**config.mk**
```make
export PLATFORM = sky130hd
export DESIGN_NAME = ext_wr_strobe
export DESIGN_NICKNAME = d
export VERILOG_FILES = /design/src/rtl/ext_wr_pkg.sv /design/src/rtl/ext_wr_clkgen.sv /design/src/rtl/ext_wr_strobe.sv
export SDC_FILE = /design/constraint.sdc
export NUM_CORES = 1
export LEC_CHECK = 0
export BUFFER_PORTS_ARGS = -buffer_cell sky130_fd_sc_hd__buf_4
export CAP_MARGIN = 0
export CORE_UTILIZATION = 55
export CTS_CLUSTER_DIAMETER = 100
export DETAILED_ROUTE_END_ITERATION = 7
export GPL_TIMING_DRIVEN = 0
export PLACE_DENSITY = 0.86
export SLEW_MARGIN = 20
export SYNTH_ARGS = -nofsm -noshare
export SYNTH_HDL_FRONTEND = slang
export SYNTH_SLANG_ARGS = --single-unit
export TNS_END_PERCENT = 5
```
**constraint.sdc**
```tcl
create_clock -name clk_sys_i -period 2.9 [get_ports clk_sys_i]
set_input_delay 0.145 -clock clk_sys_i [delete_from_list [all_inputs] [get_ports clk_sys_i]]
set_output_delay 0.145 -clock clk_sys_i [all_outputs]
set_load 0.1 [all_outputs]
```
**src/rtl/ext_wr_pkg.sv**
```systemverilog
/*
  Package for the external write strobe logic: configuration width and bit position, bus cycle phases, timing and reset values.
  Assumes a single 100 MHz system clock; no package imports anywhere.
*/
package ext_wr_pkg;
  // ****************************************************************
  // Clocking
  // ****************************************************************
  localparam int CLK_PERIOD_NS = 10;
  // Clock output pin period; the processor enable follows each falling edge of that pin.
  localparam int CLK_PIN_PERIOD_NS = 20;
  localparam int CLK_PIN_HALF_CYC = (CLK_PIN_PERIOD_NS / 2 + CLK_PERIOD_NS - 1) / CLK_PERIOD_NS;
  localparam logic [3:0] CLK_PIN_HALF_CNT = 4'(CLK_PIN_HALF_CYC - 1);
  // Peripheral clock runs at a quarter of the processor clock rate.
  localparam logic [3:0] PERIPH_DIV_CNT = 4'h3;

  // ****************************************************************
  // Configuration
  // ****************************************************************
  localparam int CFG_WIDTH = 8;
  localparam int CFG_WR_MODE_BIT = 2;
  localparam logic [7:0] CFG_RESET = 8'hFF;

  // ****************************************************************
  // Bus cycle phases
  // ****************************************************************
  typedef enum logic [1:0] {
    PH_IDLE,
    PH_ADDR,
    PH_DATA,
    PH_END
  } bus_phase_t;
endpackage

```
**src/rtl/ext_wr_clkgen.sv**
```systemverilog
/*
  Clock generator: derives processor, peripheral and clock output enables from the oscillator-rate clock.
  Assumes the system clock stands for the crystal input; slower rates are one-cycle enables.
*/
`timescale 1ns/1ps
module ext_wr_clkgen (
  // Clock and reset
  input wire logic clk_sys_i,
  input wire logic sys_rst_i,
  // Derived clocks
  output logic cpu_en_o,
  output logic periph_en_o,
  output logic clk_pin_o
);
  logic [3:0] half_q;
  logic [3:0] per_q;

  // Half counter toggles the clock output; processor enable marks each fall of it; peripherals use a further divide.
  always_ff @(posedge clk_sys_i) begin
    if (sys_rst_i) begin
      half_q <= 4'h0;
      cpu_en_o <= 1'b0;
      clk_pin_o <= 1'b0;
    end else begin
      cpu_en_o <= 1'b0;
      if (half_q == ext_wr_pkg::CLK_PIN_HALF_CNT) begin
        half_q <= 4'h0;
        clk_pin_o <= ~clk_pin_o;
        cpu_en_o <= clk_pin_o;
      end else begin
        half_q <= half_q + 4'h1;
      end
    end
  end

  always_ff @(posedge clk_sys_i) begin
    if (sys_rst_i) begin
      per_q <= 4'h0;
      periph_en_o <= 1'b0;
    end else begin
      periph_en_o <= 1'b0;
      if (cpu_en_o) begin
        if (per_q == ext_wr_pkg::PERIPH_DIV_CNT) begin
          per_q <= 4'h0;
          periph_en_o <= 1'b1;
        end else begin
          per_q <= per_q + 4'h1;
        end
      end
    end
  end
endmodule

```
**src/rtl/ext_wr_strobe.sv**
```systemverilog
/*
  External write strobe logic: sequences an external bus cycle and drives read, write and high-byte pins.
  Assumes requests come from the processor on the same clock; ready comes from a pin and is synchronised.
*/
// Functional notes
// - Combined write strobe low only during external writes, never reads or internal accesses.
// - Config bit two high selects combined write, low selects low-byte write strobe.
// - Config bit two high selects high-byte enable, low selects high-byte write strobe.
// - In 16-bit cycles high-byte strobe asserts for high-byte and word writes.
// - In 8-bit cycles high-byte strobe asserts for every write.
// - In 16-bit cycles low-byte strobe asserts for low-byte and word writes.
// - In 8-bit cycles low-byte strobe asserts for every write.
// - Processor, peripheral and clock output derive from the crystal-rate clock.
// - Read strobe low only during external memory reads.
// - Ready low adds wait states to external cycles; ignored for internal accesses.
`timescale 1ns/1ps
module ext_wr_strobe (
  // Clock and reset
  input wire logic clk_sys_i,
  input wire logic sys_rst_i,
  // Configuration
  input wire logic [7:0] chip_config_reg_zero_i,
  // Processor request
  input wire logic req_i,
  input wire logic req_write_i,
  input wire logic req_external_i,
  input wire logic req_bus16_i,
  input wire logic req_byte_i,
  input wire logic req_addr0_i,
  // Pins
  input wire logic ready_i,
  output logic low_byte_write_strobe_n_o,
  output logic high_byte_write_strobe_n_o,
  output logic read_strobe_n_o,
  output logic clock_output_pin_o,
  // Status
  output logic busy_o,
  output logic done_o,
  output logic cpu_en_o,
  output logic periph_en_o
);
  // ****************************************************************
  // Clock generation
  // ****************************************************************
  logic cpu_en;
  logic periph_en;
  logic clk_pin;

  ext_wr_clkgen u_clkgen (
    .clk_sys_i(clk_sys_i),
    .sys_rst_i(sys_rst_i),
    .cpu_en_o(cpu_en),
    .periph_en_o(periph_en),
    .clk_pin_o(clk_pin)
  );

  always_ff @(posedge clk_sys_i) begin
    if (sys_rst_i) begin
      clock_output_pin_o <= 1'b0;
      cpu_en_o <= 1'b0;
      periph_en_o <= 1'b0;
    end else begin
      clock_output_pin_o <= clk_pin;
      cpu_en_o <= cpu_en;
      periph_en_o <= periph_en;
    end
  end

  // ****************************************************************
  // Ready synchroniser
  // ****************************************************************
  logic rdy_meta_q;
  logic rdy_sync_q;

  always_ff @(posedge clk_sys_i) begin
    if (sys_rst_i) begin
      rdy_meta_q <= 1'b1;
      rdy_sync_q <= 1'b1;
    end else begin
      rdy_meta_q <= ready_i;
      rdy_sync_q <= rdy_meta_q;
    end
  end

  // ****************************************************************
  // Request capture
  // ****************************************************************
  logic wr_q;
  logic ext_q;
  logic b16_q;
  logic byte_q;
  logic a0_q;
  logic cmode_q;
  ext_wr_pkg::bus_phase_t ph_q;

  // The mode bit is frozen per cycle so a configuration change cannot glitch a live strobe.
  always_ff @(posedge clk_sys_i) begin
    if (sys_rst_i) begin
      wr_q <= 1'b0;
      ext_q <= 1'b0;
      b16_q <= 1'b0;
      byte_q <= 1'b0;
      a0_q <= 1'b0;
      cmode_q <= ext_wr_pkg::CFG_RESET[ext_wr_pkg::CFG_WR_MODE_BIT];
    end else if (ph_q == ext_wr_pkg::PH_IDLE && req_i) begin
      wr_q <= req_write_i;
      ext_q <= req_external_i;
      b16_q <= req_bus16_i;
      byte_q <= req_byte_i;
      a0_q <= req_addr0_i;
      cmode_q <= chip_config_reg_zero_i[ext_wr_pkg::CFG_WR_MODE_BIT];
    end
  end

  // ****************************************************************
  // Cycle sequencer
  // ****************************************************************
  always_ff @(posedge clk_sys_i) begin
    if (sys_rst_i) begin
      ph_q <= ext_wr_pkg::PH_IDLE;
    end else begin
      unique case (ph_q)
        ext_wr_pkg::PH_IDLE: begin
          if (req_i) begin
            ph_q <= ext_wr_pkg::PH_ADDR;
          end
        end
        ext_wr_pkg::PH_ADDR: begin
          ph_q <= ext_wr_pkg::PH_DATA;
        end
        ext_wr_pkg::PH_DATA: begin
          if (!ext_q || rdy_sync_q) begin
            ph_q <= ext_wr_pkg::PH_END;
          end
        end
        ext_wr_pkg::PH_END: begin
          ph_q <= ext_wr_pkg::PH_IDLE;
        end
      endcase
    end
  end

  // ****************************************************************
  // Strobe decode
  // ****************************************************************
  // Returns {high lane, low lane} active for the captured cycle.
  function automatic logic [1:0] lanes(input logic b16, input logic byte_op, input logic a0);
    logic [1:0] l;
    l = 2'b11;
    if (!b16) begin
      l = 2'b11;
    end else if (byte_op) begin
      l = a0 ? 2'b10 : 2'b01;
    end
    return l;
  endfunction

  logic [1:0] ln;
  logic strobe_ph;
  logic ext_wr;
  logic ext_rd;
  assign ln = lanes(b16_q, byte_q, a0_q);
  assign strobe_ph = (ph_q == ext_wr_pkg::PH_DATA);
  assign ext_wr = strobe_ph && ext_q && wr_q;
  assign ext_rd = strobe_ph && ext_q && !wr_q;

  always_ff @(posedge clk_sys_i) begin
    if (sys_rst_i) begin
      low_byte_write_strobe_n_o <= 1'b1;
      high_byte_write_strobe_n_o <= 1'b1;
      read_strobe_n_o <= 1'b1;
      busy_o <= 1'b0;
      done_o <= 1'b0;
    end else begin
      read_strobe_n_o <= !ext_rd;
      if (cmode_q) begin
        low_byte_write_strobe_n_o <= !ext_wr;
        high_byte_write_strobe_n_o <= !(strobe_ph && ext_q && ln[1]);
      end else begin
        low_byte_write_strobe_n_o <= !(ext_wr && ln[0]);
        high_byte_write_strobe_n_o <= !(ext_wr && ln[1]);
      end
      busy_o <= (ph_q != ext_wr_pkg::PH_IDLE);
      done_o <= (ph_q == ext_wr_pkg::PH_END);
    end
  end
endmodule

```
; Word-level counts from Yosys, hierarchy flattened
; Cells that the tools add are included.
[totals]
out_inout_bits = 8
word_cells = 65
inputBits = 17
reg_bits = 29
[op_classes]
bitwise_logic = 3
reduce_logical = 22
eq_ne = 6
n_mux = 10
n_addsub = 2
[op_table]
columns = op, n
row1 = 2-to-1 mux 2 bit, 5
row2 = "adder 4 x 1 -> 4 bit, second input constant", 2
row3 = one-hot mux 2 bit (4 select lines), 1
row4 = logical AND 1 bit, 7
row5 = logical NOT 1 bit, 7
row6 = OR reduction 2 bit, 3
row7 = "equality test 2 bit, second input constant", 2
row8 = "equality test 4 x 2 -> 1 bit, second input constant", 1
row9 = logical NOT 4 bit, 1
row10 = 2-to-1 mux 4 bit, 1
row11 = 2-to-1 mux 1 bit, 3
row12 = NOT 1 bit, 3
row13 = "equality test 2 x 1 -> 1 bit, second input constant", 1
row14 = logical NOT 2 bit, 1
row15 = "inequality test 2 x 1 -> 1 bit, second input constant", 1
row16 = "inequality test 2 bit, second input constant", 1
row17 = AND reduction 2 bit, 1
row18 = nonzero test 2 bit, 1
row19 = logical OR 1 bit, 1

; Logic depth before layout (Yosys ltp)
[logic_depth]
ltp_word = 6
ltp_mapped = 6
depth_no_buf = 5

; Modules after synthesis
; Synthesis repeated with hierarchy kept, for this count alone.
[unflattened]
cells_unflattened = 110
area_unflattened_um2 = 1106.1
[modules_own_cells]
columns = module, area_per_inst_um2, n_inst, seq_area_each_um2, cells_per_inst
row1 = ext_wr_strobe, 663.1, 1, 360.3, 67
row2 = ext_wr_clkgen, 442.9, 1, 220.2, 43

; Worst setup path after synthesis
; Ideal clock, no wire load.
[synth_timing]
path_kind = register to register
startpoint = register ph_q[1]
endpoint = register cmode_q
synth_period_minus_slack_ns = 1.230
path_slack_ns = 1.670
path_buffers = 1
arrival_time_ns = 1.110
setup_ns = 0.120
required_ns = 2.780
stages_incl_launch_ff = 6
path_cell_list = dfxtp_1 -> inv_1 -> ha_1 -> buf_4 -> and3_1 -> a211o_1
[synth_via]
elab_chain_cells = 2
[synth_rtl]
columns = element, line_no
row1 = start: declaration, ext_wr_strobe.sv:94  ; ext_wr_pkg::bus_phase_t ph_q;
row2 = start signal: assignment, ext_wr_strobe.sv:120  ; ph_q <= ext_wr_pkg::PH_IDLE;
row3 = start signal: assignment, ext_wr_strobe.sv:125  ; ph_q <= ext_wr_pkg::PH_ADDR;
row4 = start signal: assignment, ext_wr_strobe.sv:129  ; ph_q <= ext_wr_pkg::PH_DATA;
row5 = logical NOT 2 bit, ext_wr_strobe.sv:105  ; end else if (ph_q == ext_wr_pkg::PH_IDLE && req_i) begin
row6 = logical AND 1 bit, ext_wr_strobe.sv:105
row7 = end signal: assignment, ext_wr_strobe.sv:104  ; cmode_q <= ext_wr_pkg::CFG_RESET[ext_wr_pkg::CFG_WR_MODE_BIT];
row8 = end signal: assignment, ext_wr_strobe.sv:111  ; cmode_q <= chip_config_reg_zero_i[ext_wr_pkg::CFG_WR_MODE_BIT];
row9 = end: declaration, ext_wr_strobe.sv:93  ; logic cmode_q;
; Every way passes these cells.
; A chain may end at the register's enable or synchronous reset.

; Final worst setup path
; Ends and elaborated chain as after synthesis.

==> impl_results.html <==
<table>
<tr><th>Metric</th><th>Value</th></tr>
<tr><th colspan="2">STA</th></tr>
<tr><td>Max Clock Skew</td><td>0.00863 ns</td></tr>
<tr><td>Period utilisation layout</td><td>0.448</td></tr>
<tr><td>Total Neg Setup Slack</td><td>0 ns</td></tr>
<tr><td>Worst hold slack</td><td>0.0629 ns</td></tr>
<tr><td>Max_slew headroom</td><td>0.816</td></tr>
<tr><td>Max-slew violation total from the final report</td><td>0</td></tr>
<tr><td>Number of setup violations in the final report</td><td>0</td></tr>
<tr><td>Worst-margin pin slew</td><td>0.279 ns</td></tr>
<tr><td>Final hold violations</td><td>0</td></tr>
<tr><td>Unrepaired setup endpoints after global routing</td><td>no</td></tr>
<tr><td>Maximum achievable frequency</td><td>770 MHz</td></tr>
<tr><td>Time the final worst path needs with I/O delays and setup</td><td>1.30 ns</td></tr>
<tr><th colspan="2">CTS</th></tr>
<tr><td>Clock Sinks</td><td>29</td></tr>
<tr><td>Latest clock arrival within the worst-skew pair</td><td>0.33 ns</td></tr>
<tr><td>CTS Root Buffer Type</td><td>sky130_fd_sc_hd__clkbuf_4</td></tr>
<tr><td>Number of post-CTS setup repair buffers</td><td>0</td></tr>
<tr><td>Maximum buffer depth of the clock tree</td><td>2</td></tr>
<tr><td>Clock slew at the register clock pins of the worst setup and hold paths</td><td>0.09 ns</td></tr>
<tr><td>Maximum level of the CTS H-tree</td><td>2</td></tr>
<tr><td>Number of CTS-inserted buffers</td><td>5</td></tr>
<tr><td>CTS tree</td><td>yes</td></tr>
<tr><th colspan="2">Die</th></tr>
<tr><td>Vert. Die Dim</td><td>46.8 um</td></tr>
<tr><td>Total number of placement rows</td><td>15</td></tr>
<tr><td>Area of the core</td><td>0.00180 mm^2</td></tr>
<tr><td>Die area</td><td>0.00219 mm^2</td></tr>
<tr><td>Effective utilization at floorplan</td><td>0.614</td></tr>
<tr><td>Die Width</td><td>46.8 um</td></tr>
<tr><td>Boundary pin count</td><td>25</td></tr>
<tr><th colspan="2">Critical path</th></tr>
<tr><td>Crit Path Category</td><td>flop to flop</td></tr>
<tr><td>Endpoint kind of the worst setup timing path</td><td>flop</td></tr>
<tr><td>Crit path buffers/inverters</td><td>2</td></tr>
<tr><td>Largest delay share family, worst path</td><td>flip-flops</td></tr>
<tr><td>CP Data Required Time</td><td>3.13 ns</td></tr>
<tr><td>Master of the slowest instance on the critical path</td><td>sky130_fd_sc_hd__dfxtp_1</td></tr>
<tr><td>Cell-by-cell trace of the critical path</td><td>inv_1, ha_1, buf_4, and3_1, a211o_1</td></tr>
<tr><td>Crit path arrival time</td><td>1.53 ns</td></tr>
<tr><td>Kind of start point of the critical path</td><td>flop</td></tr>
<tr><td>Peak per-stage delay on the critical path</td><td>0.38 ns</td></tr>
<tr><td>Maximum fanout along the worst path</td><td>10</td></tr>
<tr><th colspan="2">Synthesis</th></tr>
<tr><td>Mean instance size in the synthesized netlist</td><td>10.1 um^2</td></tr>
<tr><td>Synth unique cells</td><td>33</td></tr>
<tr><td>Post-synthesis cell type with the largest combined area</td><td>sky130_fd_sc_hd__dfxtp_1</td></tr>
<tr><td>Synthesized net count</td><td>133</td></tr>
<tr><td>Largest cells by area after synthesis</td><td>sky130_fd_sc_hd__dfxtp_1, sky130_fd_sc_hd__ha_1, sky130_fd_sc_hd__a21oi_1, sky130_fd_sc_hd__nand2_1, sky130_fd_sc_hd__nand2b_1</td></tr>
<tr><td>Post-synthesis instance area</td><td>0.00111 mm^2</td></tr>
<tr><td>Number of warnings printed during yosys synthesis</td><td>0</td></tr>
<tr><td>Gate count after technology mapping</td><td>110</td></tr>
<tr><td>Share of Yosys cell area claimed by the top area cell type</td><td>0.525</td></tr>
<tr><td>Number of flip-flops and latches in the synthesized netlist</td><td>29</td></tr>
<tr><td>Seq/Total Area, Yosys</td><td>0.525</td></tr>
<tr><th colspan="2">Power and ir drop</th></tr>
<tr><td>Largest vdd supply drop</td><td>531 uV</td></tr>
<tr><td>Leak pwr</td><td>0.545 nW</td></tr>
<tr><td>Power density over the cells</td><td>734 mW/mm^2</td></tr>
<tr><th colspan="2">Placed design</th></tr>
<tr><td>Port-buffer cells</td><td>15</td></tr>
<tr><td>HPWL after DPL</td><td>1300 um</td></tr>
<tr><td>Area after detailed placement</td><td>0.00125 mm^2</td></tr>
<tr><td>Placed insts</td><td>150</td></tr>
<tr><td>Global placement routability congestion</td><td>0.803</td></tr>
<tr><th colspan="2">Cells and area</th></tr>
<tr><td>Final #Nets</td><td>156</td></tr>
<tr><td>Layout cells sized above 1</td><td>0.246</td></tr>
<tr><td>Total non-filler cell area in the finished layout</td><td>0.00132 mm^2</td></tr>
<tr><td>Antenna diode count</td><td>0</td></tr>
<tr><td>Number of standard cells in the layout, taps in and fillers out</td><td>159</td></tr>
<tr><td>Layout Area Growth over Synthesis</td><td>18.9%</td></tr>
<tr><th colspan="2">GRT</th></tr>
<tr><td>Antenna violations before repair</td><td>0</td></tr>
<tr><td>Overall fraction of global-route tracks in use</td><td>0.198</td></tr>
<tr><td>Pin count of the biggest net entering global routing</td><td>11</td></tr>
<tr><td>Global route overflow</td><td>0</td></tr>
<tr><td>Global-route wire length before repair</td><td>2900 um</td></tr>
<tr><td>Vias in the first global route</td><td>715</td></tr>
<tr><th colspan="2">Drt</th></tr>
<tr><td>Residual DRC</td><td>0</td></tr>
<tr><td>Violation count after the first detailed-routing iteration</td><td>10</td></tr>
<tr><td>Ratio of routed vias to standard cells</td><td>5.06</td></tr>
<tr><td>Sum of routed wire length over all layers</td><td>1810 um</td></tr>
<tr><td>Count of vias placed by the detailed router</td><td>805</td></tr>
<tr><td>Post-detailed-route wirelength per cell</td><td>11.4 um</td></tr>
<tr><td>Count of TritonRoute iterations in the first routing pass</td><td>4</td></tr>
<tr><td>Number of nets with antenna violations after detailed routing</td><td>0</td></tr>
<tr><th colspan="2">Hold path</th></tr>
<tr><td>Worst hold path type</td><td>primary input to flop</td></tr>
<tr><th colspan="2">Flow run</th></tr>
<tr><td>Max-cap violation count</td><td>0</td></tr>
<tr><th colspan="2">Run status</th></tr>
<tr><td>Result of the run</td><td>finished, final reports clean</td></tr>
</table>
-- where the power goes --
part / switching (W) / internal [W] / total, W
sequential: 0.0000277 / 0.000443 / 0.000471
clock: 0.000142 / 0.0000911 / 0.000233
combinational: 0.000170 / 0.0000902 / 0.000260
-- synthesized netlist by cell type --
master                     number
sky130_fd_sc_hd__or3_1          1
sky130_fd_sc_hd__buf_2          3
sky130_fd_sc_hd__nor2_1         7
sky130_fd_sc_hd__a211oi_1       1
sky130_fd_sc_hd__nand3b_1       2
sky130_fd_sc_hd__inv_1          5
sky130_fd_sc_hd__nand2b_1       5
sky130_fd_sc_hd__o311ai_1       1
sky130_fd_sc_hd__and3_1         1
sky130_fd_sc_hd__nand2_1        9
sky130_fd_sc_hd__nand4b_1       1
sky130_fd_sc_hd__buf_4          1
sky130_fd_sc_hd__nor3_1         1
sky130_fd_sc_hd__dfxtp_1       29
sky130_fd_sc_hd__nand4_1        1
sky130_fd_sc_hd__xor2_1         2
sky130_fd_sc_hd__nand3_1        6
sky130_fd_sc_hd__a211o_1        1
sky130_fd_sc_hd__nand2_2        1
sky130_fd_sc_hd__o22ai_2        1
sky130_fd_sc_hd__xnor2_1        1
sky130_fd_sc_hd__a21oi_1        8
sky130_fd_sc_hd__ha_1           6
sky130_fd_sc_hd__buf_6          1
sky130_fd_sc_hd__or3b_1         1
sky130_fd_sc_hd__or2_1          2
sky130_fd_sc_hd__o221ai_1       1
sky130_fd_sc_hd__nor3b_1        1
sky130_fd_sc_hd__mux2i_1        2
sky130_fd_sc_hd__and2_2         1
sky130_fd_sc_hd__nor2b_1        5
sky130_fd_sc_hd__inv_2          1
sky130_fd_sc_hd__nor3b_4        1
-- final timing paths --
check / from / endpoint / slack [ns] / cells past startpoint
min: req_addr0_i / a0_q / 0.06 / 3
min reg2reg: rdy_meta_q / rdy_sync_q / 0.41 / 1
max reg2reg: ph_q[1] / cmode_q / 1.60 / 5
max: ph_q[1] / cmode_q / 1.60 / 5
-- cell type report --
cell class	instances	area, um^2
clock inverter	3	17.5
inverter	6	22.5
multi-input combinational	70	469
clock buffer	5	37.5
sequential	29	581
timing repair buffer	16	123
fill	149	487
buffer	5	33.8
tap	25	31.3
-- worst reg2reg max path: cells and delay by family, from the launching register on --
kind	cells	cell delay (ns)
compound gates	1	0.25
fa+ha+maj	1	0.17
buf+inv	2	0.23
flops	1	0.38
simple gates	1	0.17
-- cell families (layout without fill, tap and decap cells) --
family / after synthesis / in the layout / share of synthesized area
DFF: 29 / 29 / 0.525
adders and majority gates: 6 / 6 / 0.0679
xor gates and xnor gates: 3 / 3 / 0.0238
buffers and inverters: 11 / 35 / 0.0509
and+or+nand+nor: 46 / 46 / 0.236
muxes: 2 / 2 / 0.0181
AOI/OAI and AO/OA: 13 / 13 / 0.0781
-- through the flow --
step | power [W] | setup slack [ns] | utilization
final | 0.000965 | 1.60 | 0.730
after global routing | 0.00102 | 1.53 | 0.730
after CTS | 0.000973 | 1.58 | 0.730
after detailed placement | 0.000739 | 1.59 | 0.694
after global placement | 0.000732 | 1.62 | 0.694
after floorplan | 0.000685 | 1.67 | -
-- metal layers --
layer	up-vias	routed length, um	track usage
li1	416	-	-
met1	369	784	0.202
met2	15	903	0.331
met3	5	97	0.112
met4	0	27	0.0914
met5	-	0	0
-- flip-flops by register name, indices dropped and copies added (netlist names) --
signal and count:
clock_output_pin_o 1, wr_q 1, ph_q 2, u_clkgen.per_q 4, low_byte_write_strobe_n_o 1, u_clkgen.periph_en_o 1
u_clkgen.cpu_en_o 1, periph_en_o 1, rdy_meta_q 1, b16_q 1, cmode_q 1, byte_q 1
high_byte_write_strobe_n_o 1, a0_q 1, u_clkgen.half_q 4, ext_q 1, rdy_sync_q 1, read_strobe_n_o 1
done_o 1, cpu_en_o 1, u_clkgen.clk_pin_o 1, busy_o 1
-- cells in the final DEF (no fill, tap or decap), types with 2 or more instances in the layout --
cell | Yosys | final
sky130_fd_sc_hd__dfxtp_1 | 29 | 29
sky130_fd_sc_hd__buf_4 | 1 | 16
sky130_fd_sc_hd__nand2_1 | 9 | 9
sky130_fd_sc_hd__a21oi_1 | 8 | 8
sky130_fd_sc_hd__nor2_1 | 7 | 7
sky130_fd_sc_hd__nand3_1 | 6 | 6
sky130_fd_sc_hd__ha_1 | 6 | 6
sky130_fd_sc_hd__inv_1 | 5 | 5
sky130_fd_sc_hd__nor2b_1 | 5 | 5
sky130_fd_sc_hd__nand2b_1 | 5 | 5
sky130_fd_sc_hd__clkbuf_4 | 0 | 5
sky130_fd_sc_hd__buf_2 | 3 | 3
sky130_fd_sc_hd__xor2_1 | 2 | 2
sky130_fd_sc_hd__nand3b_1 | 2 | 2
sky130_fd_sc_hd__mux2i_1 | 2 | 2
sky130_fd_sc_hd__or2_1 | 2 | 2
sky130_fd_sc_hd__clkinv_2 | 0 | 2
-- repair_timing --
action | 4_1_cts | 5_1_grt
hold endpoints to repair | 1 | 0
hold buffers | 1 | 0
resized for setup | 0 | 0
Note: power is estimated with default switching activity, not from simulation.
